`src/include/fnsi_pkg.sv`:
```
`default_nettype none
package fnsi_pkg;
  // ============================================================
  // timing
  localparam int CLK_PERIOD_NS   = 100;      // mclk at 10 MHz
  localparam int TICK_NS         = 500_000;  // half-millisecond base
  localparam int TICK_CYC        =
    (TICK_NS + CLK_PERIOD_NS - 1) / CLK_PERIOD_NS;
  localparam int TICKS_PER_MS    = 1_000_000 / TICK_NS;
  localparam int STEP_MS         = 250;      // lamp test step
  localparam int STEP_TICKS      = STEP_MS * TICKS_PER_MS;
  localparam int LAMP_STEPS      = 8;        // lit steps, then dark
  localparam int FAST_CYCLE_MS   = 125;      // fast flash period
  localparam int SLOW_CYCLE_MS   = 1000;     // slow flash period
  localparam int FAST_HALF_TICKS = FAST_CYCLE_MS * TICKS_PER_MS / 2;
  localparam int SLOW_HALF_TICKS = SLOW_CYCLE_MS * TICKS_PER_MS / 2;
  localparam int DUP_WAIT_MS     = 2000;     // lone-station hint
  localparam int DUP_WAIT_TICKS  = DUP_WAIT_MS * TICKS_PER_MS;

  // ============================================================
  // indicator vector layout
  localparam int LED_W    = 8;
  localparam int LED_MN_G = 0;  // module/network green
  localparam int LED_MN_R = 1;  // module/network red
  localparam int LED_PO_G = 2;  // polled connection green
  localparam int LED_PO_R = 3;  // polled connection red
  localparam int LED_BS_G = 4;  // bit-strobe green
  localparam int LED_BS_R = 5;  // bit-strobe red
  localparam int LED_BF_R = 6;  // bus fault red
  localparam int LED_SF_R = 7;  // system fault red
  localparam logic [LED_W-1:0] LED_DARK = 8'h00;
  localparam logic [LED_W-1:0] LED_ONE  = 8'h01;

  // ============================================================
  // node states, gray along lamp -> check -> run
  typedef enum logic [1:0] {
    FNSI_LAMP = 2'b00,
    FNSI_DUP  = 2'b01,
    FNSI_RUN  = 2'b11,
    FNSI_FAIL = 2'b10
  } fnsi_state_t;

  // lamp test pattern: one lamp per step, dark past the end
  function automatic logic [LED_W-1:0] fnsi_lamp_led(
    input logic [3:0] step
  );
    logic [LED_W-1:0] v;
    v = LED_DARK;
    if (step < 4'(LAMP_STEPS))
      v = LED_ONE << step[2:0];
    return v;
  endfunction
endpackage
`default_nettype wire

```
`src/include/fnsi_time_if.sv`:
```
`timescale 1ns/1ps
`default_nettype none
// ============================================================
// shared timebase: tick enable and flash phases
interface fnsi_time_if;
  logic tick;       // one-cycle pulse every half millisecond
  logic fastPhase;  // high half of the fast flash cycle
  logic slowPhase;  // high half of the slow flash cycle
  modport src (output tick, output fastPhase, output slowPhase);
  modport snk (input tick, input fastPhase, input slowPhase);
endinterface
`default_nettype wire

```
`src/hw/fnsi_timebase.sv`:
```
`timescale 1ns/1ps
`default_nettype none
// ============================================================
// divider and flash phase generator
module fnsi_timebase
  import fnsi_pkg::*;
#(
  parameter int TICK_CYCLES = TICK_CYC
)(
  input  wire logic mclk,
  input  wire logic resetn,
  fnsi_time_if.src  tb
);
  localparam int PW = $clog2(TICK_CYCLES + 1);
  localparam logic [PW-1:0] PRE_LAST  = PW'(TICK_CYCLES - 1);
  localparam logic [6:0]    FAST_LAST = 7'(FAST_HALF_TICKS - 1);
  localparam logic [9:0]    SLOW_LAST = 10'(SLOW_HALF_TICKS - 1);

  logic [PW-1:0] preCnt_q;   // clock prescaler
  logic          tick_q;     // half-ms enable
  logic [6:0]    fastCnt_q;  // ticks into fast half period
  logic [9:0]    slowCnt_q;  // ticks into slow half period
  logic          fast_q;     // fast phase
  logic          slow_q;     // slow phase

  // ============================================================
  // prescaler: one enable, no derived clocks
  always_ff @(posedge mclk or negedge resetn)
  begin
    if (!resetn)
    begin
      preCnt_q <= '0;
      tick_q   <= 1'b0;
    end
    else
    begin
      tick_q <= (preCnt_q == PRE_LAST);
      if (preCnt_q == PRE_LAST)
        preCnt_q <= '0;
      else
        preCnt_q <= preCnt_q + 1'b1;
    end
  end

  // ============================================================
  // equal halves from one common tick
  always_ff @(posedge mclk or negedge resetn)
  begin
    if (!resetn)
    begin
      fastCnt_q <= '0;
      slowCnt_q <= '0;
      fast_q    <= 1'b1;
      slow_q    <= 1'b1;
    end
    else if (tick_q)
    begin
      // both halves last the same tick count
      if (fastCnt_q == FAST_LAST)
      begin
        fastCnt_q <= '0;
        fast_q    <= ~fast_q;
      end
      else
        fastCnt_q <= fastCnt_q + 1'b1;
      if (slowCnt_q == SLOW_LAST)
      begin
        slowCnt_q <= '0;
        slow_q    <= ~slow_q;
      end
      else
        slowCnt_q <= slowCnt_q + 1'b1;
    end
  end

  assign tb.tick      = tick_q;
  assign tb.fastPhase = fast_q;
  assign tb.slowPhase = slow_q;
endmodule
`default_nettype wire

```
`src/hw/fnsi_indicators.sv`:
```
`timescale 1ns/1ps
`default_nettype none
// ============================================================
// Behaviour
// - lamp test steps green/red through three indicators
// - then bus and system fault, dark at end
// - address check follows the finished lamp test
// - duplicate found: leave bus, three indicators red
// - module indicator dark offline or during check
// - online unconnected or misconfigured: slow green flash
// - active master connection: module indicator steady green
// - minor fault or timeout: slow red flash
// - critical fault, bus-off, failed check: steady red
// - polled indicator fast green flash during check
// - polled dark offline or connection not activated
// - polled configuring or bad configuration: slow green
// - polled connection established: steady green
// - polled minor fault or timeout: slow red
// - polled critical fault, bus-off, failed check: red
// - faulting timeout stays latched until unit reset
// - check waits for a peer; 2 s hint
module fnsi_indicators
  import fnsi_pkg::*;
#(
  parameter int TICK_CYCLES = TICK_CYC  // shorten for simulation
)(
  input  wire logic mclk,
  input  wire logic resetn,
  input  wire logic nodeOnline,       // node is on the bus
  input  wire logic masterConnected,  // master connection active
  input  wire logic configFault,      // configuration missing/wrong
  input  wire logic pollActivated,    // master enabled polled type
  input  wire logic pollEstablished,  // polled connection up
  input  wire logic pollTimeout,      // polled connection timed out
  input  wire logic strobeTimeout,    // bit-strobe timed out
  input  wire logic minorFault,       // correctable fault
  input  wire logic majorFault,       // non-correctable fault
  input  wire logic busOff,           // controller in bus-off
  input  wire logic dupCheckPass,     // check saw no twin address
  input  wire logic dupAddrFound,     // another station has our address
  input  wire logic timeoutRespFault, // timeout response raises fault
  input  wire logic unitReset,        // outside reset of the fault
  output var  logic dupCheckActive,   // check in progress
  output var  logic busDisable,       // node taken off the bus
  output var  logic noPeerSeen,       // check outlasted the wait
  output var  logic faultLatched,     // latched timeout fault
  output var  logic moduleNetGreen,
  output var  logic moduleNetRed,
  output var  logic pollGreen,
  output var  logic pollRed,
  output var  logic strobeGreen,
  output var  logic strobeRed,
  output var  logic busFaultRed,
  output var  logic systemFaultRed
);
  localparam logic [8:0]  STEP_LAST = 9'(STEP_TICKS - 1);
  localparam logic [3:0]  STEP_END  = 4'(LAMP_STEPS);
  localparam logic [11:0] DUP_LAST  = 12'(DUP_WAIT_TICKS - 1);

  fnsi_time_if tb ();  // timebase bundle

  fnsi_state_t      state_q;     // node indicator state
  fnsi_state_t      state_d;
  logic [8:0]       stepCnt_q;   // ticks into lamp step
  logic [3:0]       stepIdx_q;   // lamp test step number
  logic [11:0]      dupCnt_q;    // ticks spent checking
  logic             noPeer_q;    // wait exceeded
  logic             latch_q;     // latched timeout fault
  logic             dupAct_q;    // check output flop
  logic             busDis_q;    // off-bus output flop
  logic [LED_W-1:0] led_q;       // indicator flops
  logic [LED_W-1:0] led_d;
  logic             critical;    // steady red cause
  logic             minorAny;    // slow red cause, module level
  logic             latchSet;    // timeout with faulting response

  // ============================================================
  // timebase
  fnsi_timebase #(
    .TICK_CYCLES (TICK_CYCLES)
  ) u_timebase (
    .mclk   (mclk),
    .resetn (resetn),
    .tb     (tb.src)
  );

  // ============================================================
  // lamp test sequencing
  always_ff @(posedge mclk or negedge resetn)
  begin
    if (!resetn)
    begin
      stepCnt_q <= '0;
      stepIdx_q <= '0;
    end
    else if (state_q == FNSI_LAMP && tb.tick && stepIdx_q < STEP_END)
    begin
      // advance every step period from power-on
      if (stepCnt_q == STEP_LAST)
      begin
        stepCnt_q <= '0;
        stepIdx_q <= stepIdx_q + 1'b1;
      end
      else
        stepCnt_q <= stepCnt_q + 1'b1;
    end
  end

  // ============================================================
  // node state
  always_comb
  begin
    state_d = state_q;
    case (state_q)
      FNSI_LAMP:
      begin
        // dark step reached: the test is over
        if (stepIdx_q == STEP_END)
          state_d = FNSI_DUP;
      end
      FNSI_DUP:
      begin
        // twin address wins over a simultaneous pass
        if (dupAddrFound)
          state_d = FNSI_FAIL;
        else if (dupCheckPass)
          state_d = FNSI_RUN;
      end
      FNSI_RUN:
        state_d = FNSI_RUN;
      FNSI_FAIL:
        state_d = FNSI_FAIL;   // only a power-on reset leaves
      default:
        state_d = FNSI_LAMP;
    endcase
  end

  always_ff @(posedge mclk or negedge resetn)
  begin
    if (!resetn)
      state_q <= FNSI_LAMP;
    else
      state_q <= state_d;
  end

  // ============================================================
  // check wait counter; no timeout, it only raises a hint
  always_ff @(posedge mclk or negedge resetn)
  begin
    if (!resetn)
    begin
      dupCnt_q <= '0;
      noPeer_q <= 1'b0;
    end
    else if (state_q != FNSI_DUP)
      noPeer_q <= 1'b0;
    else if (tb.tick)
    begin
      // stays in the check; flags a lonely bus
      if (dupCnt_q == DUP_LAST)
        noPeer_q <= 1'b1;
      else
        dupCnt_q <= dupCnt_q + 1'b1;
    end
  end

  // ============================================================
  // latched timeout fault; the set wins over the clear
  assign latchSet = timeoutRespFault && (pollTimeout || strobeTimeout);

  always_ff @(posedge mclk or negedge resetn)
  begin
    if (!resetn)
      latch_q <= 1'b0;
    else if (latchSet)
      latch_q <= 1'b1;
    else if (unitReset)
      latch_q <= 1'b0;
  end

  // ============================================================
  // indicator decode
  assign critical = majorFault || busOff;
  assign minorAny = minorFault || pollTimeout || strobeTimeout || latch_q;

  always_comb
  begin
    led_d = LED_DARK;
    case (state_q)
      FNSI_LAMP:
        led_d = fnsi_lamp_led(stepIdx_q);
      FNSI_DUP:
      begin
        // module indicator stays dark here
        led_d[LED_PO_G] = tb.fastPhase;
      end
      FNSI_FAIL:
      begin
        led_d[LED_MN_R] = 1'b1;
        led_d[LED_PO_R] = 1'b1;
        led_d[LED_BS_R] = 1'b1;
      end
      FNSI_RUN:
      begin
        // module/network indicator, most severe first
        if (critical)
          led_d[LED_MN_R] = 1'b1;
        else if (minorAny)
          led_d[LED_MN_R] = tb.slowPhase;
        else if (!nodeOnline)
          led_d[LED_MN_G] = 1'b0;
        else if (masterConnected && !configFault)
          led_d[LED_MN_G] = 1'b1;
        else
          led_d[LED_MN_G] = tb.slowPhase;
        // polled connection indicator
        if (critical)
          led_d[LED_PO_R] = 1'b1;
        else if (minorFault || pollTimeout || latch_q)
          led_d[LED_PO_R] = tb.slowPhase;
        else if (!nodeOnline || !pollActivated)
          led_d[LED_PO_G] = 1'b0;
        else if (pollEstablished && !configFault)
          led_d[LED_PO_G] = 1'b1;
        else
          led_d[LED_PO_G] = tb.slowPhase;
      end
      default:
        led_d = LED_DARK;
    endcase
  end

  // ============================================================
  // output flops
  always_ff @(posedge mclk or negedge resetn)
  begin
    if (!resetn)
    begin
      led_q    <= LED_DARK;
      dupAct_q <= 1'b0;
      busDis_q <= 1'b0;
    end
    else
    begin
      led_q    <= led_d;
      dupAct_q <= (state_d == FNSI_DUP);
      busDis_q <= (state_d == FNSI_FAIL);
    end
  end

  assign dupCheckActive = dupAct_q;
  assign busDisable     = busDis_q;
  assign noPeerSeen     = noPeer_q;
  assign faultLatched   = latch_q;
  assign moduleNetGreen = led_q[LED_MN_G];
  assign moduleNetRed   = led_q[LED_MN_R];
  assign pollGreen      = led_q[LED_PO_G];
  assign pollRed        = led_q[LED_PO_R];
  assign strobeGreen    = led_q[LED_BS_G];
  assign strobeRed      = led_q[LED_BS_R];
  assign busFaultRed    = led_q[LED_BF_R];
  assign systemFaultRed = led_q[LED_SF_R];
endmodule
`default_nettype wire

```
`config.mk`:
```
export PLATFORM = sky130hd
export DESIGN_NAME = fnsi_indicators
export DESIGN_NICKNAME = d
export VERILOG_FILES = /design/src/include/fnsi_pkg.sv /design/src/include/fnsi_time_if.sv /design/src/hw/fnsi_timebase.sv /design/src/hw/fnsi_indicators.sv
export SDC_FILE = /design/constraint.sdc
export NUM_CORES = 1
export LEC_CHECK = 0
export BUFFER_PORTS_ARGS = -buffer_cell sky130_fd_sc_hd__buf_2
export CAP_MARGIN = 20
export CORE_AREA = 2 2 88 73
export CTS_CLUSTER_DIAMETER = 120
export DETAILED_ROUTE_END_ITERATION = 10
export DIE_AREA = 0 0 90 75
export GPL_ROUTABILITY_DRIVEN = 0
export PLACE_DENSITY_LB_ADDON = 0.08
export SETUP_SLACK_MARGIN = 0.2
export SYNTH_ARGS = -nofsm -noshare
export SYNTH_HDL_FRONTEND = slang
export SYNTH_SLANG_ARGS = --single-unit
export TNS_END_PERCENT = 100
```
`constraint.sdc`:
```
create_clock -name mclk -period 4.8 [get_ports mclk]
set_input_delay 0.48 -clock mclk [delete_from_list [all_inputs] [get_ports mclk]]
set_output_delay 0.48 -clock mclk [all_outputs]
set_load 0.02 [all_outputs]
```
**Word level (Yosys, flattened, before mapping)**

Index checks and enable logic that the tools add are counted.

- Register bits: 72
- Input bits: 16
- Output and inout port bits: 12
- Logic and storage cells: 96

- $add $sub $neg: 6
- $lt $le $gt $ge: 1
- Equality and inequality tests: 12
- Shift operators: 1
- Multiplexer cells: 33
- Bitwise operators: 4
- Reduce and logical (&&, ||, !) cells: 24

Operators with widths:

| operator | count |
|---|---|
| 1-bit two-way mux | 18 |
| 13-bit by 1-bit adder with 13-bit output, second input constant | 1 |
| 13-bit equality test, second input constant | 1 |
| 13-bit two-way mux | 1 |
| 12-bit by 1-bit adder with 12-bit output, second input constant | 1 |
| 12-bit equality test, second input constant | 1 |
| 10-bit by 1-bit adder with 10-bit output, second input constant | 1 |
| 10-bit equality test, second input constant | 1 |
| 10-bit two-way mux | 1 |
| 9-bit by 1-bit adder with 9-bit output, second input constant | 1 |
| 9-bit equality test, second input constant | 1 |
| 9-bit two-way mux | 1 |
| 1-bit one-hot mux with 3 select lines | 3 |
| 2-bit two-way mux | 4 |
| 8-bit two-way mux | 1 |
| 2-bit one-hot mux with 4 select lines | 1 |
| 2-bit AND reduction | 4 |
| 1-bit by 3-bit << shifter with 8-bit output, first input constant | 1 |
| 7-bit by 1-bit adder with 7-bit output, second input constant | 1 |
| 7-bit equality test, second input constant | 1 |
| 1-bit logical OR | 7 |
| 7-bit two-way mux | 1 |
| 2-bit equality test, second input constant | 3 |
| 2-bit nonzero test | 3 |
| other kinds (11) | 22 |

**Depth between registers and ports, before layout**

- Depth after elaboration: 7
- Mapped depth: 6

**Hierarchy**

Synthesis repeated with hierarchy kept, for this count alone.

- Cell total of the unflattened synthesis: 333
- Area total of the unflattened synthesis: 3544.6 sq um

By module, submodules not included:

| module | instances | cells an instance | area an instance (sq um) |
|---|---|---|---|
| fnsi_indicators | 1 | 180 | 1950.6 |
| fnsi_timebase | 1 | 153 | 1594.0 |

**Worst setup path before layout**

OpenSTA, ideal clock, no wires.

- Path kind: reg2reg
- Start point: register state_q[1]
- End point: register stepIdx_q[1]
- Arrival time: 2.142 ns
- Required time: 4.675 ns
- Setup slack: 2.533 ns
- Cell stages (with the launch flop): 7
- Path buffers: 0
- Clock period less this slack: 2.267 ns
- Cells stage by stage: dfrtp_1 -> inv_1 -> ha_1 -> nand4b_4 -> or3_4 -> nor4b_4 -> mux2_4

- Cells in the longest elaborated chain, start to end: 4

Ends and longest elaborated chain:

| item | RTL line | RTL |
|---|---|---|
| start, declared | fnsi_indicators.sv:62 | `fnsi_state_t state_q;` |
| start signal, assigned | fnsi_indicators.sv:143 | `state_q <= state_d;` |
| 2-bit zero test | fnsi_indicators.sv:96 | `else if (state_q == FNSI_LAMP && tb.tick && stepIdx_q < STEP_END)` |
| 1-bit logical AND (2 in a row) | fnsi_indicators.sv:96 |  |
| 2-bit AND reduction (no line) | - |  |
| end signal, assigned | fnsi_indicators.sv:102 | `stepIdx_q <= stepIdx_q + 1'b1;` |
| end, declared | fnsi_indicators.sv:65 | `logic [3:0] stepIdx_q;` |

No other way between the ends.
A chain may end at the register's enable or synchronous reset.

**Worst setup path after layout**

Same ends and word-level chain as after synthesis.

==> results.yml <==
timing:
  setup-tns-final_ps: 0
  relSlewSlack: 0.412
  period_share: 0.533
  holdWs_ps: 185
  rsz0062_at_grt: "no"
  slew_viol_final: 0
  finalHoldViolCount: 0
  tightest_slew_ps: 874
  period_minus_slack_ps: 2560
  fmaxAchievable_mhz: 391
  fin_ws_ps: 2240
  skew_ps: 6.88
  finalSetupViolations: 0
logic_synthesis:
  ys_types: 50
  synth_ff_type: "dfrtp_1"
  seq_area_frac_synth: 0.524
  postSynthAreaPerCell_um2: 10.8
  synth-seq-cells: 72
  synth-edff-count: 0
  synth_fp_nets: 352
  syn_area_um2: 3440
  syn_inst: 320
  ys_async_sr_fraction: 1.00
  yosysWarnings: 0
placed_design:
  dp_hpwl_um: 4400
  portBuffers: 27
  post-place-ws_ps: 2270
  placedCellCount: 426
power_and_ir_drop:
  power.switching_mw: 0.218
  clkPwrFrac: 0.418
  seq_power_share: 0.559
  p_leak_nw: 1.83
  p_total_mw: 1.09
  p_sw_frac: 0.200
  p_per_area_nw_per_um2: 282
  vdd_drop_max_uv: 159
  pwr-share-comb: 0.023
  internal_power_mw: 0.870
layout:
  antenna_cells: 0
  nNetsFinal: 388
  n_fill_cell: 464
  layout-drive-gt1-share: 0.144
  area.growth.synth_to_final_pct: 12.1
  final_cells: 442
global_routing:
  gr-usage-all-layers: 0.196
  grt_pass1_wl_um: 10200
  antenna_found_initial: 0
  grt_pass1_vias: 2202
  grt-ovfl-total: 0
  grt_max_degree: 42
setup_path:
  critPathArrivalTime_ps: 2770
  crit_fanout: 10
  startpoint_type: "register"
  crit_type: "reg2reg"
  worstSetupEndpointType: "register"
  worst_ep_required_time_ps: 5020
clocking:
  htreeDepth: 3
  clkSlewWorstSetupHoldPaths_ps: 70
  cts_tree: "done"
  cts_setup_buffers: 0
  cts_buffer_depth: 2
  cts_sinks: 72
  cts-resized-gates: 0
  cts_buffers: 9
  holdBufCountCts: 0
  insertion_delay_ps: 330
  cts-root-buf: "clkbuf_8"
die:
  rows: 25
  fp.coreArea_um2: 5820
  die_width_um: 90
  die-height_um: 75
  start_util: 0.592
  die_area_um2: 6750
  pin_count: 28
worst_hold_path:
  hold_path_class: "in2async"
route:
  wl_um: 6040
  avgRoutedWirePerCell_um: 13.7
  drt_first_pass_iters: 4
  vias: 2401
  vias_per_cell: 5.43
  ant_nets: 0
  drc: 0
  drtIter0Drc: 189
run:
  max_cap_viol_count: 0
outcome:
  status: "finished, final reports clean"
cells in the mapped netlist (3+ instances only):
| library cell | count | share of area |
|---|---|---|
| nand4_1 | 12 | 0.022 |
| a21oi_1 | 9 | 0.013 |
| dfrtp_1 | 70 | 0.51 |
| o31a_1 | 3 | 0.0076 |
| o21ai_0 | 9 | 0.013 |
| and3_1 | 3 | 0.0054 |
| ha_1 | 16 | 0.058 |
| xor2_1 | 18 | 0.046 |
| nor2_1 | 33 | 0.036 |
| inv_1 | 15 | 0.016 |
| nand3_1 | 12 | 0.017 |
| and2_1 | 4 | 0.0073 |
| nor2b_1 | 5 | 0.0091 |
| mux2_2 | 3 | 0.0098 |
| nand2_1 | 27 | 0.029 |
| nand3b_1 | 4 | 0.0087 |
| or3_1 | 7 | 0.013 |
| xnor2_1 | 17 | 0.043 |
| nor3_1 | 12 | 0.017 |
registers in the layout (all words and copies together) (netlist names):
name,cells
u_timebase.tb.fastPhase,1
stepCnt_q,9
busDisable,1
u_timebase.slowCnt_q,10
u_timebase.fastCnt_q,7
dupCheckActive,1
u_timebase.tb.slowPhase,1
u_timebase.tb.tick,1
stepIdx_q,4
led_q,8
faultLatched,1
noPeerSeen,1
u_timebase.preCnt_q,13
dupCnt_q,12
state_q,2
routing by layer:
metal / up-vias / wire length (µm) / GRT usage
met3: 5 / 186 / 0.0621
met4: 0 / 45 / 0.0564
li1: 1198 / - / -
met2: 44 / 2840 / 0.323
met1: 1154 / 2960 / 0.256
met5: - / 0 / 0
through the flow:
stage | utilization | instance area [µm²]
after floorplan | - | 3440
after global placement | 0.632 | 3680
after detailed placement | 0.632 | 3680
after CTS | 0.664 | 3860
after global routing | 0.664 | 3860
final | 0.664 | 3860
worst max-delay path, cell delays in order (launching register included):
cell      delay, ps
dfrtp_1         450
inv_1           100
ha_1            340
nand4b_4        170
or3_4           420
nor4b_4         610
mux2_4          350
cells in the final DEF (no fill, tap or decap), types with 7 or more instances in the layout:
| master | netlist | routed |
|---|---|---|
| a21oi_1 | 9 | 9 |
| buf_2 | 1 | 27 |
| clkbuf_8 | 0 | 10 |
| dfrtp_1 | 70 | 70 |
| ha_1 | 16 | 16 |
| inv_1 | 15 | 15 |
| nand2_1 | 27 | 27 |
| nand3_1 | 12 | 12 |
| nand4_1 | 12 | 12 |
| nor2_1 | 33 | 33 |
| nor3_1 | 12 | 12 |
| o21ai_0 | 9 | 9 |
| or3_1 | 7 | 7 |
| xnor2_1 | 17 | 17 |
| xor2_1 | 18 | 18 |
layout make-up:
cell class | count | area [µm²] | area share
multi-input cells | 230 | 1570 | 0.407
flip-flops and latches | 72 | 1800 | 0.467
clock inverters | 1 | 30.0 | 0.00777
inverters | 15 | 56.3 | 0.0146
well taps | 81 | 101 | 0.0262
repair buffers | 28 | 143 | 0.0369
clock buffers | 15 | 156 | 0.0405
logic make-up after synthesis:
group                      share of synthesized area
and+or+nand+nor                                0.216
DFF                                            0.524
AOI/OAI and AO/OA                             0.0727
xor gates and xnor gates                      0.0890
buffers and inverters                         0.0200
adders and majority gates                     0.0581
muxes                                         0.0200
path summary, 6_finish.rpt:
check	startpoint	end	slack, ps	depth (start not counted)
setup / recovery	state_q[1]	stepIdx_q[1]	2240	6
hold / removal	resetn	u_timebase.slowCnt_q[7]	190	1
setup reg to reg	state_q[1]	stepIdx_q[1]	2240	6
hold reg to reg	dupCnt_q[9]	dupCnt_q[9]	470	1
max in group asynchronous	resetn	u_timebase.tb.fastPhase	3640	2
min in group mclk	unitReset	faultLatched	340	2
power groups by stage:
stage	clock network (mW)	registers, mW	logic [mW]
after floorplan	0	0.621	0.00281
after global placement	0	0.620	0.0256
after detailed placement	0	0.620	0.0259
after CTS	0.469	0.608	0.0258
after global routing	0.496	0.608	0.0288
final	0.455	0.608	0.0248
No activity file was read; power rests on OpenSTA's default activity.
